[config.mk]
export PLATFORM = sky130hd
export DESIGN_NAME = afe_ctrl_flat
export DESIGN_NICKNAME = d
export VERILOG_FILES = /design/src/core/afe_pkg.sv /design/src/core/afe_if.sv /design/src/core/afe_chan.sv /design/src/core/afe_ctrl.sv /design/src/flat_wrapper.sv
export SDC_FILE = /design/constraint.sdc
export NUM_CORES = 1
export LEC_CHECK = 0
export BUFFER_PORTS_ARGS = -buffer_cell sky130_fd_sc_hd__buf_2
export CAP_MARGIN = 5
export CELL_PAD_IN_SITES_DETAIL_PLACEMENT = 1
export CELL_PAD_IN_SITES_GLOBAL_PLACEMENT = 1
export CORE_UTILIZATION = 40
export DETAILED_ROUTE_END_ITERATION = 8
export GPL_ROUTABILITY_DRIVEN = 0
export GPL_TIMING_DRIVEN = 0
export MAX_ROUTING_LAYER = met4
export PLACE_DENSITY = 0.71
export SETUP_SLACK_MARGIN = 0.3
export SLEW_MARGIN = 20
export SYNTH_ARGS = -nofsm -noshare
export SYNTH_HDL_FRONTEND = slang
export SYNTH_SLANG_ARGS = --single-unit
[constraint.sdc]
create_clock -name i_clk_sys -period 4.1 [get_ports i_clk_sys]
set_input_delay 1.025 -clock i_clk_sys [delete_from_list [all_inputs] [get_ports i_clk_sys]]
set_output_delay 1.025 -clock i_clk_sys [all_outputs]
set_load 0.005 [all_outputs]
[src/core/afe_pkg.sv]
// afe_pkg: shared constants for the analog front end setting broadcaster
package afe_pkg;
    localparam int NUM_CH      = 2;
    localparam int SWING_W     = 3;
    localparam int PREEMP_W    = 5;
    localparam int DCGAIN_W    = 2;
    localparam int EQ_W        = 4;
    localparam int SLICE_W     = SWING_W + PREEMP_W + DCGAIN_W + EQ_W;
    localparam int SWING_POS   = 0;
    localparam int PREEMP_POS  = SWING_POS + SWING_W;
    localparam int DCGAIN_POS  = PREEMP_POS + PREEMP_W;
    localparam int EQ_POS      = DCGAIN_POS + DCGAIN_W;
    // cycles spent per channel moving one setting slice
    localparam int CH_CYCLES   = 4;
    localparam int CNT_W       = 3;
    localparam int CH_IDX_W    = 2;
    // direction select encodings
    localparam logic [1:0] DIR_BOTH = 2'h3;
    localparam logic [1:0] DIR_TX   = 2'h2;
    localparam logic [1:0] DIR_RX   = 2'h1;
    localparam logic [SLICE_W-1:0] SLICE_RESET = 14'h0000;
endpackage

[src/core/afe_if.sv]
// afe_if: carrier between user-side initiator and the setting controller
`timescale 1ns/1ps
interface afe_if;
    logic                                       write_all;
    logic                                       read;
    logic [1:0]                                 dir_sel;
    logic                                       shared_mode;
    logic [afe_pkg::NUM_CH*afe_pkg::SWING_W-1:0]  swing;
    logic [afe_pkg::NUM_CH*afe_pkg::PREEMP_W-1:0] preemp;
    logic [afe_pkg::NUM_CH*afe_pkg::DCGAIN_W-1:0] dcgain;
    logic [afe_pkg::NUM_CH*afe_pkg::EQ_W-1:0]     eq;
    logic                                       busy;
    logic                                       data_valid;
    logic [afe_pkg::NUM_CH*afe_pkg::SWING_W-1:0]  swing_out;
    logic [afe_pkg::NUM_CH*afe_pkg::PREEMP_W-1:0] preemp_out;
    logic [afe_pkg::NUM_CH*afe_pkg::DCGAIN_W-1:0] dcgain_out;
    logic [afe_pkg::NUM_CH*afe_pkg::EQ_W-1:0]     eq_out;
    modport ctrl (
        input  write_all, read, dir_sel, shared_mode, swing, preemp, dcgain, eq,
        output busy, data_valid, swing_out, preemp_out, dcgain_out, eq_out
    );
    modport user (
        output write_all, read, dir_sel, shared_mode, swing, preemp, dcgain, eq,
        input  busy, data_valid, swing_out, preemp_out, dcgain_out, eq_out
    );
endinterface

[src/core/afe_chan.sv]
// afe_chan: one transceiver channel's analog setting store
`timescale 1ns/1ps
module afe_chan (
    input  wire logic                            i_clk_sys,
    input  wire logic                            i_resetn,
    input  wire logic                            i_wr,
    input  wire logic [1:0]                      i_dir,
    input  wire logic [afe_pkg::SLICE_W-1:0]     i_slice,
    output logic      [afe_pkg::SLICE_W-1:0]     o_slice
);
    typedef struct packed {
        logic [afe_pkg::SLICE_W-1:0] set;
    } afe_chan_st_t;

    afe_chan_st_t st;
    afe_chan_st_t next_st;

    // ==========================================================
    // update: tx fields (swing, preemp) and rx fields gated apart
    always_comb begin
        next_st = st;
        if (i_wr && i_dir[1]) begin
            next_st.set[afe_pkg::PREEMP_POS+afe_pkg::PREEMP_W-1:afe_pkg::SWING_POS] =
                i_slice[afe_pkg::PREEMP_POS+afe_pkg::PREEMP_W-1:afe_pkg::SWING_POS];
        end
        if (i_wr && i_dir[0]) begin
            next_st.set[afe_pkg::SLICE_W-1:afe_pkg::DCGAIN_POS] =
                i_slice[afe_pkg::SLICE_W-1:afe_pkg::DCGAIN_POS];
        end
    end

    always_ff @(posedge i_clk_sys or negedge i_resetn) begin
        if (!i_resetn) begin
            st.set <= afe_pkg::SLICE_RESET;
        end else begin
            st <= next_st;
        end
    end

    assign o_slice = st.set;
endmodule

[src/core/afe_ctrl.sv]
// afe_ctrl: device end, broadcasts or reads analog settings of all channels
`timescale 1ns/1ps
module afe_ctrl (
    input  wire logic   i_clk_sys,
    input  wire logic   i_resetn,
    afe_if.ctrl         bus
);
    typedef enum logic [1:0] {
        IDLE,
        WRITE,
        READ
    } afe_state_t;

    typedef struct packed {
        afe_state_t                                   state;
        logic [afe_pkg::CH_IDX_W-1:0]                 ch;
        logic [afe_pkg::CNT_W-1:0]                    cnt;
        logic [1:0]                                   dir;
        logic                                         valid;
        logic [afe_pkg::NUM_CH*afe_pkg::SLICE_W-1:0]  rd;
        logic [afe_pkg::NUM_CH*afe_pkg::SLICE_W-1:0]  stage;
    } afe_ctrl_st_t;

    afe_ctrl_st_t st;
    afe_ctrl_st_t next_st;

    logic [afe_pkg::NUM_CH-1:0]                 ch_wr;
    logic [afe_pkg::SLICE_W-1:0]                wr_slice [afe_pkg::NUM_CH];
    logic [afe_pkg::SLICE_W-1:0]                ch_set   [afe_pkg::NUM_CH];
    logic                                       last_cycle;
    logic                                       last_ch;
    logic                                       tx_sel;
    logic                                       rx_sel;
    logic [afe_pkg::SLICE_W-1:0]                cur_set;

    // ==========================================================
    // channel slices
    for (genvar c = 0; c < afe_pkg::NUM_CH; c++) begin : g_ch
        always_comb begin
            if (bus.shared_mode) begin
                // fixed-width word from the low slice goes to every channel
                wr_slice[c] = {bus.eq[afe_pkg::EQ_W-1:0],
                               bus.dcgain[afe_pkg::DCGAIN_W-1:0],
                               bus.preemp[afe_pkg::PREEMP_W-1:0],
                               bus.swing[afe_pkg::SWING_W-1:0]};
            end else begin
                wr_slice[c] = {bus.eq[c*afe_pkg::EQ_W +: afe_pkg::EQ_W],
                               bus.dcgain[c*afe_pkg::DCGAIN_W +: afe_pkg::DCGAIN_W],
                               bus.preemp[c*afe_pkg::PREEMP_W +: afe_pkg::PREEMP_W],
                               bus.swing[c*afe_pkg::SWING_W +: afe_pkg::SWING_W]};
            end
        end

        // each channel is visited in turn, so none is skipped
        assign ch_wr[c] = (st.state == WRITE) && last_cycle
                          && (st.ch == afe_pkg::CH_IDX_W'(c));

        afe_chan i_afe_chan (
            .i_clk_sys (i_clk_sys),
            .i_resetn  (i_resetn),
            .i_wr      (ch_wr[c]),
            .i_dir     (st.dir),
            .i_slice   (wr_slice[c]),
            .o_slice   (ch_set[c])
        );

        assign bus.swing_out[c*afe_pkg::SWING_W +: afe_pkg::SWING_W] =
            st.rd[c*afe_pkg::SLICE_W+afe_pkg::SWING_POS +: afe_pkg::SWING_W];
        assign bus.preemp_out[c*afe_pkg::PREEMP_W +: afe_pkg::PREEMP_W] =
            st.rd[c*afe_pkg::SLICE_W+afe_pkg::PREEMP_POS +: afe_pkg::PREEMP_W];
        assign bus.dcgain_out[c*afe_pkg::DCGAIN_W +: afe_pkg::DCGAIN_W] =
            st.rd[c*afe_pkg::SLICE_W+afe_pkg::DCGAIN_POS +: afe_pkg::DCGAIN_W];
        assign bus.eq_out[c*afe_pkg::EQ_W +: afe_pkg::EQ_W] =
            st.rd[c*afe_pkg::SLICE_W+afe_pkg::EQ_POS +: afe_pkg::EQ_W];
    end

    // ==========================================================
    // slot timing and field masks
    assign last_cycle = (st.cnt == afe_pkg::CNT_W'(afe_pkg::CH_CYCLES - 1));
    assign last_ch    = (st.ch == afe_pkg::CH_IDX_W'(afe_pkg::NUM_CH - 1));
    assign tx_sel     = st.dir[1];
    assign rx_sel     = st.dir[0];

    // only existing channels are indexed, so a stray count reads zeros
    always_comb begin
        cur_set = afe_pkg::SLICE_RESET;
        for (int k = 0; k < afe_pkg::NUM_CH; k++) begin
            if (st.ch == afe_pkg::CH_IDX_W'(k)) begin
                cur_set = ch_set[k];
            end
        end
    end

    // ==========================================================
    // sequencer
    always_comb begin
        next_st = st;
        unique case (st.state)
            IDLE: begin
                // write wins if both strobes arrive together
                if (bus.write_all) begin
                    next_st.state = WRITE;
                    next_st.ch    = '0;
                    next_st.cnt   = '0;
                    next_st.dir   = bus.dir_sel;
                    next_st.valid = 1'b0;
                    next_st.stage = st.rd;
                end else if (bus.read) begin
                    next_st.state = READ;
                    next_st.ch    = '0;
                    next_st.cnt   = '0;
                    next_st.dir   = bus.dir_sel;
                    next_st.valid = 1'b0;
                    // fields outside the direction keep what the last read returned
                    next_st.stage = st.rd;
                end
            end
            WRITE: begin
                // strobes are not looked at here; ch_wr fires at each slot end
                next_st.cnt = st.cnt + afe_pkg::CNT_W'(1);
                if (last_cycle) begin
                    next_st.cnt = '0;
                    next_st.ch  = st.ch + afe_pkg::CH_IDX_W'(1);
                    // last channel stored: back to idle, busy drops
                    if (last_ch) begin
                        next_st.state = IDLE;
                        next_st.ch    = '0;
                    end
                end
            end
            READ: begin
                // staged so the read-back outputs move only together with valid
                next_st.cnt = st.cnt + afe_pkg::CNT_W'(1);
                if (last_cycle) begin
                    next_st.cnt = '0;
                    next_st.ch  = st.ch + afe_pkg::CH_IDX_W'(1);
                    if (tx_sel) begin
                        // tx fields: swing and pre-emphasis
                        next_st.stage[st.ch*afe_pkg::SLICE_W+afe_pkg::SWING_POS +:
                                      afe_pkg::SWING_W] =
                            cur_set[afe_pkg::SWING_POS +: afe_pkg::SWING_W];
                        next_st.stage[st.ch*afe_pkg::SLICE_W+afe_pkg::PREEMP_POS +:
                                      afe_pkg::PREEMP_W] =
                            cur_set[afe_pkg::PREEMP_POS +: afe_pkg::PREEMP_W];
                    end
                    if (rx_sel) begin
                        // rx fields: dc gain and equalizer
                        next_st.stage[st.ch*afe_pkg::SLICE_W+afe_pkg::DCGAIN_POS +:
                                      afe_pkg::DCGAIN_W] =
                            cur_set[afe_pkg::DCGAIN_POS +: afe_pkg::DCGAIN_W];
                        next_st.stage[st.ch*afe_pkg::SLICE_W+afe_pkg::EQ_POS +:
                                      afe_pkg::EQ_W] =
                            cur_set[afe_pkg::EQ_POS +: afe_pkg::EQ_W];
                    end
                    if (last_ch) begin
                        next_st.state = IDLE;
                        next_st.ch    = '0;
                        next_st.valid = 1'b1;
                        next_st.rd    = next_st.stage;
                    end
                end
            end
            default: next_st.state = IDLE;
        endcase
    end

    // ==========================================================
    // state register
    always_ff @(posedge i_clk_sys or negedge i_resetn) begin
        if (!i_resetn) begin
            st.state <= IDLE;
            st.ch    <= '0;
            st.cnt   <= '0;
            st.dir   <= afe_pkg::DIR_BOTH;
            st.valid <= 1'b0;
            st.rd    <= '0;
            st.stage <= '0;
        end else begin
            st <= next_st;
        end
    end

    // ==========================================================
    // status outputs
    // busy is decoded from state, so it rises the edge after the strobe
    assign bus.busy       = (st.state != IDLE);
    assign bus.data_valid = st.valid;
endmodule

[src/flat_wrapper.sv]
// flat-port wrapper written by rule: the top's interface ports become plain ports
module afe_ctrl_flat 
  (i_clk_sys, i_resetn, bus_write_all, bus_read, bus_dir_sel, bus_shared_mode, bus_swing, bus_preemp, bus_dcgain, bus_eq, bus_busy, bus_data_valid, bus_swing_out, bus_preemp_out, bus_dcgain_out, bus_eq_out);
  afe_if bus_i ();
  input  wire logic i_clk_sys;
  input  wire logic i_resetn;
  input wire logic [$bits(bus_i.write_all)-1:0] bus_write_all;
  input wire logic [$bits(bus_i.read)-1:0] bus_read;
  input wire logic [$bits(bus_i.dir_sel)-1:0] bus_dir_sel;
  input wire logic [$bits(bus_i.shared_mode)-1:0] bus_shared_mode;
  input wire logic [$bits(bus_i.swing)-1:0] bus_swing;
  input wire logic [$bits(bus_i.preemp)-1:0] bus_preemp;
  input wire logic [$bits(bus_i.dcgain)-1:0] bus_dcgain;
  input wire logic [$bits(bus_i.eq)-1:0] bus_eq;
  output wire logic [$bits(bus_i.busy)-1:0] bus_busy;
  output wire logic [$bits(bus_i.data_valid)-1:0] bus_data_valid;
  output wire logic [$bits(bus_i.swing_out)-1:0] bus_swing_out;
  output wire logic [$bits(bus_i.preemp_out)-1:0] bus_preemp_out;
  output wire logic [$bits(bus_i.dcgain_out)-1:0] bus_dcgain_out;
  output wire logic [$bits(bus_i.eq_out)-1:0] bus_eq_out;
  assign bus_i.write_all = bus_write_all;
  assign bus_i.read = bus_read;
  assign bus_i.dir_sel = bus_dir_sel;
  assign bus_i.shared_mode = bus_shared_mode;
  assign bus_i.swing = bus_swing;
  assign bus_i.preemp = bus_preemp;
  assign bus_i.dcgain = bus_dcgain;
  assign bus_i.eq = bus_eq;
  assign bus_busy = bus_i.busy;
  assign bus_data_valid = bus_i.data_valid;
  assign bus_swing_out = bus_i.swing_out;
  assign bus_preemp_out = bus_i.preemp_out;
  assign bus_dcgain_out = bus_i.dcgain_out;
  assign bus_eq_out = bus_i.eq_out;
  afe_ctrl u_core (.i_clk_sys(i_clk_sys), .i_resetn(i_resetn), .bus(bus_i));
endmodule
==> impl_metrics.csv <==
group,metric,value,unit
synthesis,avgSynthCellArea,8.17,µm²
timing,min_period_over_period,0.940,
floorplan,die-area,19400,µm²
clock_tree,clock_sinks,94,
worst_setup_path,cp_cell_sequence,"buf_8, inv_6, clkbuf_16, ha_4, buf_8, nor2b_1, o21ai_0, a311oi_1, o31ai_1, o311ai_0, o311ai_0, o21ai_0",
timing,fin_crit,3.85,ns
timing,tightest_slew,1.26,ns
clock_tree,cts-root-buf,"clkbuf_16",
global_routing,grt_pass1_wl,51600,µm
worst_setup_path,slowest_delay,0.76,ns
worst_setup_path,crit_arrival,4.14,ns
synthesis,netlist_area,7530,µm²
synthesis,yosysWarnings,0,
floorplan,initial_core_util,0.414,
route,drt_pass1_iterations,7,
hold_path,min_path_type,"reg -> reg",
run,cap_viol_max_count,0,
timing,finalHoldViolations,0,
clock_tree,hold_buffers,0,
place,portBuffers,63,
synthesis,ys.flop_type,"dfrtp_1",
timing,max_freq,259,MHz
worst_setup_path,critPathLaunchType,"register",
worst_setup_path,critical_path.slowest_cell,"nor2b_1",
layout,area_growth,20.4,%
worst_setup_path,critPathCaptureType,"register",
timing,clock_skew,0.00963,ns
timing,grt_setup_unrepaired,"no",
timing,drv_slew,0,
global_routing,gr-total-overflow,0,
timing,setup_slack,0.245,ns
layout,nNetsFinal,1073,
synthesis,synth_cell_types,81,
worst_setup_path,crit_family,"compound AO/OA/AOI/OAI gates",
route,wl_per_cell,27.4,µm
floorplan,rows,49,
timing,setup_tns,0,ns
clock_tree,cts_buffers,9,
synthesis,ys_ff_latch,94,
timing,relSlewSlack,0.150,
clock_tree,cts_tree,"done",
synthesis,syn-instance-count,922,
layout,drive_gt1_frac,0.223,
floorplan,pin_count,65,
clock_tree,cts_buffer_depth,2,
floorplan,die_w,139,µm
place,dp_slack,-1.60,ns
layout,stdcell_count,1252,
place,placedCellCount,1215,
floorplan,dieHeight,139,µm
route,drt-initial-drc-count,977,
clock_tree,cts.clk_slew.worst_paths,0.07,ns
route,vias,8353,
global_routing,grt_max_degree,60,
route,ant_nets,0,
timing,setup_viol,0,
power_and_ir_drop,leakagePower,3.96,nW
route,avgViaCountPerCell,6.67,
route,drt_drc_violations_left,0,
synthesis,yosysSeqAreaShare,0.313,
synthesis,syn_nets,977,
power_and_ir_drop,peakVddDrop,0.282,mV
worst_setup_path,crit_type,"reg -> reg",
route,finalWirelength,34300,µm
synthesis,async_flop_share,1.00,
global_routing,grt_antenna_before_repair,0,
worst_setup_path,crit_fanout,10,
global_routing,first_global_vias,8316,
outcome,status,"complete, no violations",
clock_tree,cts_htree_levels,3,
worst_setup_path,crit_required,4.38,ns
worst_setup_path,critical_path_buf_inv_count,4,
floorplan,core,18200,µm²
layout,num_antenna_cells,0,
place,hpwl,25400,µm
synthesis,synth_edf_count,0,
clock_tree,worstSkewPairLatency,0.37,ns
power_and_ir_drop,power_density,564,nW/µm²
global_routing,grt_util_all_layers,0.367,
[metal layers]
layer	share of wire	vias to the layer above	wire length, µm	GRT usage
met5	0	-	0	-
met4	0.053	0	1810	0.188
met1	0.41	4085	13900	0.475
met2	0.43	528	14600	0.527
met3	0.12	132	3970	0.0926
li1	-	3608	-	-
[what timing repair did]
| item | 4_1_cts | 5_1_grt |
|---|---|---|
| setup buffers | 7 | 14 |
| pin swaps | 5 | 12 |
| resized for setup | 72 | 32 |
| setup endpoints to repair | 56 | 48 |
[placed cells by master, fill, tap and decap left out, types with 6 or more instances in the layout]
| cell | netlist | layout |
|---|---|---|
| a21oi_1 | 52 | 51 |
| o211a_1 | 7 | 7 |
| clkbuf_1 | 42 | 38 |
| nand3_1 | 28 | 28 |
| nor2b_1 | 11 | 10 |
| a21o_1 | 7 | 7 |
| nand3b_1 | 10 | 10 |
| buf_4 | 33 | 48 |
| mux2i_1 | 30 | 28 |
| a22oi_1 | 12 | 9 |
| and3b_1 | 9 | 9 |
| inv_1 | 17 | 15 |
| and3_1 | 28 | 28 |
| nand2b_1 | 9 | 9 |
| a211oi_1 | 9 | 6 |
| o22ai_1 | 12 | 12 |
| nand2_1 | 106 | 105 |
| o21ai_0 | 89 | 88 |
| a22o_1 | 7 | 7 |
| mux2_2 | 19 | 19 |
| o221ai_1 | 7 | 7 |
| buf_12 | 0 | 8 |
| nor3_1 | 20 | 19 |
| nor2_1 | 55 | 54 |
| nor4_1 | 10 | 8 |
| dfrtp_1 | 92 | 90 |
| buf_2 | 9 | 65 |
| o31ai_1 | 6 | 6 |
| a31oi_1 | 6 | 6 |
| or2_2 | 7 | 7 |
| o211ai_1 | 13 | 13 |
| and2_1 | 10 | 10 |
| ha_1 | 20 | 14 |
| nand4_1 | 14 | 14 |
| clkbuf_16 | 0 | 11 |
| o21ai_1 | 6 | 7 |
[layout make-up]
cell class,count,area [µm²]
plain buffers,93,697
clock buffers,10,229
clock inverters,6,68.8
fillers,2181,9130
inverters,18,77.6
multi-input cells,717,4840
flip-flops and latches,94,2360
well taps,229,287
repair buffers,85,523
[cell usage after synthesis (17+ instances only)]
cell type,count,area [µm²]
a21oi_1,52,260
and3_1,28,175
buf_4,33,248
clkbuf_1,42,158
dfrtp_1,92,2300
ha_1,20,250
inv_1,17,63.8
mux2_2,19,214
mux2i_1,30,300
nand2_1,106,398
nand3_1,28,140
nor2_1,55,206
nor3_1,20,100
o21ai_0,89,445
[registers in the layout, summed over array words and instances, names as in the netlist]
register,count
u_core.bus.data_valid,1
u_core.g_ch.i_afe_chan.o_slice,28
u_core.bus.dcgain_out,4
u_core.st,36
u_core.bus.preemp_out,10
u_core.rx_sel,1
u_core.bus.eq_out,8
u_core.bus.swing_out,6
[worst reg2reg max path, cell delays in order, from the launching register on]
cell	delay [ns]
dfrtp_2	0.40
buf_8	0.13
inv_6	0.05
clkbuf_16	0.16
ha_4	0.29
buf_8	0.13
nor2b_1	0.76
o21ai_0	0.51
a311oi_1	0.58
o31ai_1	0.13
o311ai_0	0.12
o311ai_0	0.29
o21ai_0	0.23
[cells by family (layout without fill, tap and decap cells)]
| logic type | count (synthesis) | after routing | synth area share |
|---|---|---|---|
| AO/OA/AOI/OAI | 299 | 299 | 0.266 |
| XOR/XNOR | 10 | 10 | 0.0146 |
| adder cells (fa/ha/maj) | 20 | 20 | 0.0332 |
| buffers and inverters | 111 | 212 | 0.0752 |
| flip-flops | 94 | 94 | 0.313 |
| multiplexers | 49 | 49 | 0.0683 |
| AND/OR/NAND/NOR | 339 | 339 | 0.230 |
[per-stage QoR]
stage,utilization,cell area [µm²],hold WS (ns),power [mW]
floorplan,-,7540,0.442,2.84
global placement,0.447,8150,0.460,3.81
detailed placement,0.449,8180,0.469,3.84
CTS,0.485,8830,0.485,4.87
global route,0.498,9070,0.501,5.30
finish,0.498,9070,0.479,5.12
[worst paths after layout]
| kind | endpoint | start | slack (ns) | cells past startpoint |
|---|---|---|---|---|
| max in group asynchronous | u_core.rx_sel | i_resetn | 2.86 | 2 |
| min in group asynchronous | u_core.g_ch[1].i_afe_chan.o_slice[10] | i_resetn | 0.55 | 1 |
| min reg2reg | u_core.g_ch[1].i_afe_chan.o_slice[9] | u_core.g_ch[1].i_afe_chan.o_slice[9] | 0.48 | 2 |
| max | u_core.bus.eq_out[5] | u_core.st[62] | 0.25 | 12 |
| max reg2reg | u_core.bus.eq_out[5] | u_core.st[62] | 0.25 | 12 |
| min | u_core.g_ch[1].i_afe_chan.o_slice[9] | u_core.g_ch[1].i_afe_chan.o_slice[9] | 0.48 | 2 |
[power breakdown]
part           total (mW)  internal [mW]  switching [mW]
Clock               0.882          0.478           0.404
Sequential           1.19           1.08           0.111
Combinational        3.05          0.984            2.06
(Power assumes the default switching activity.)
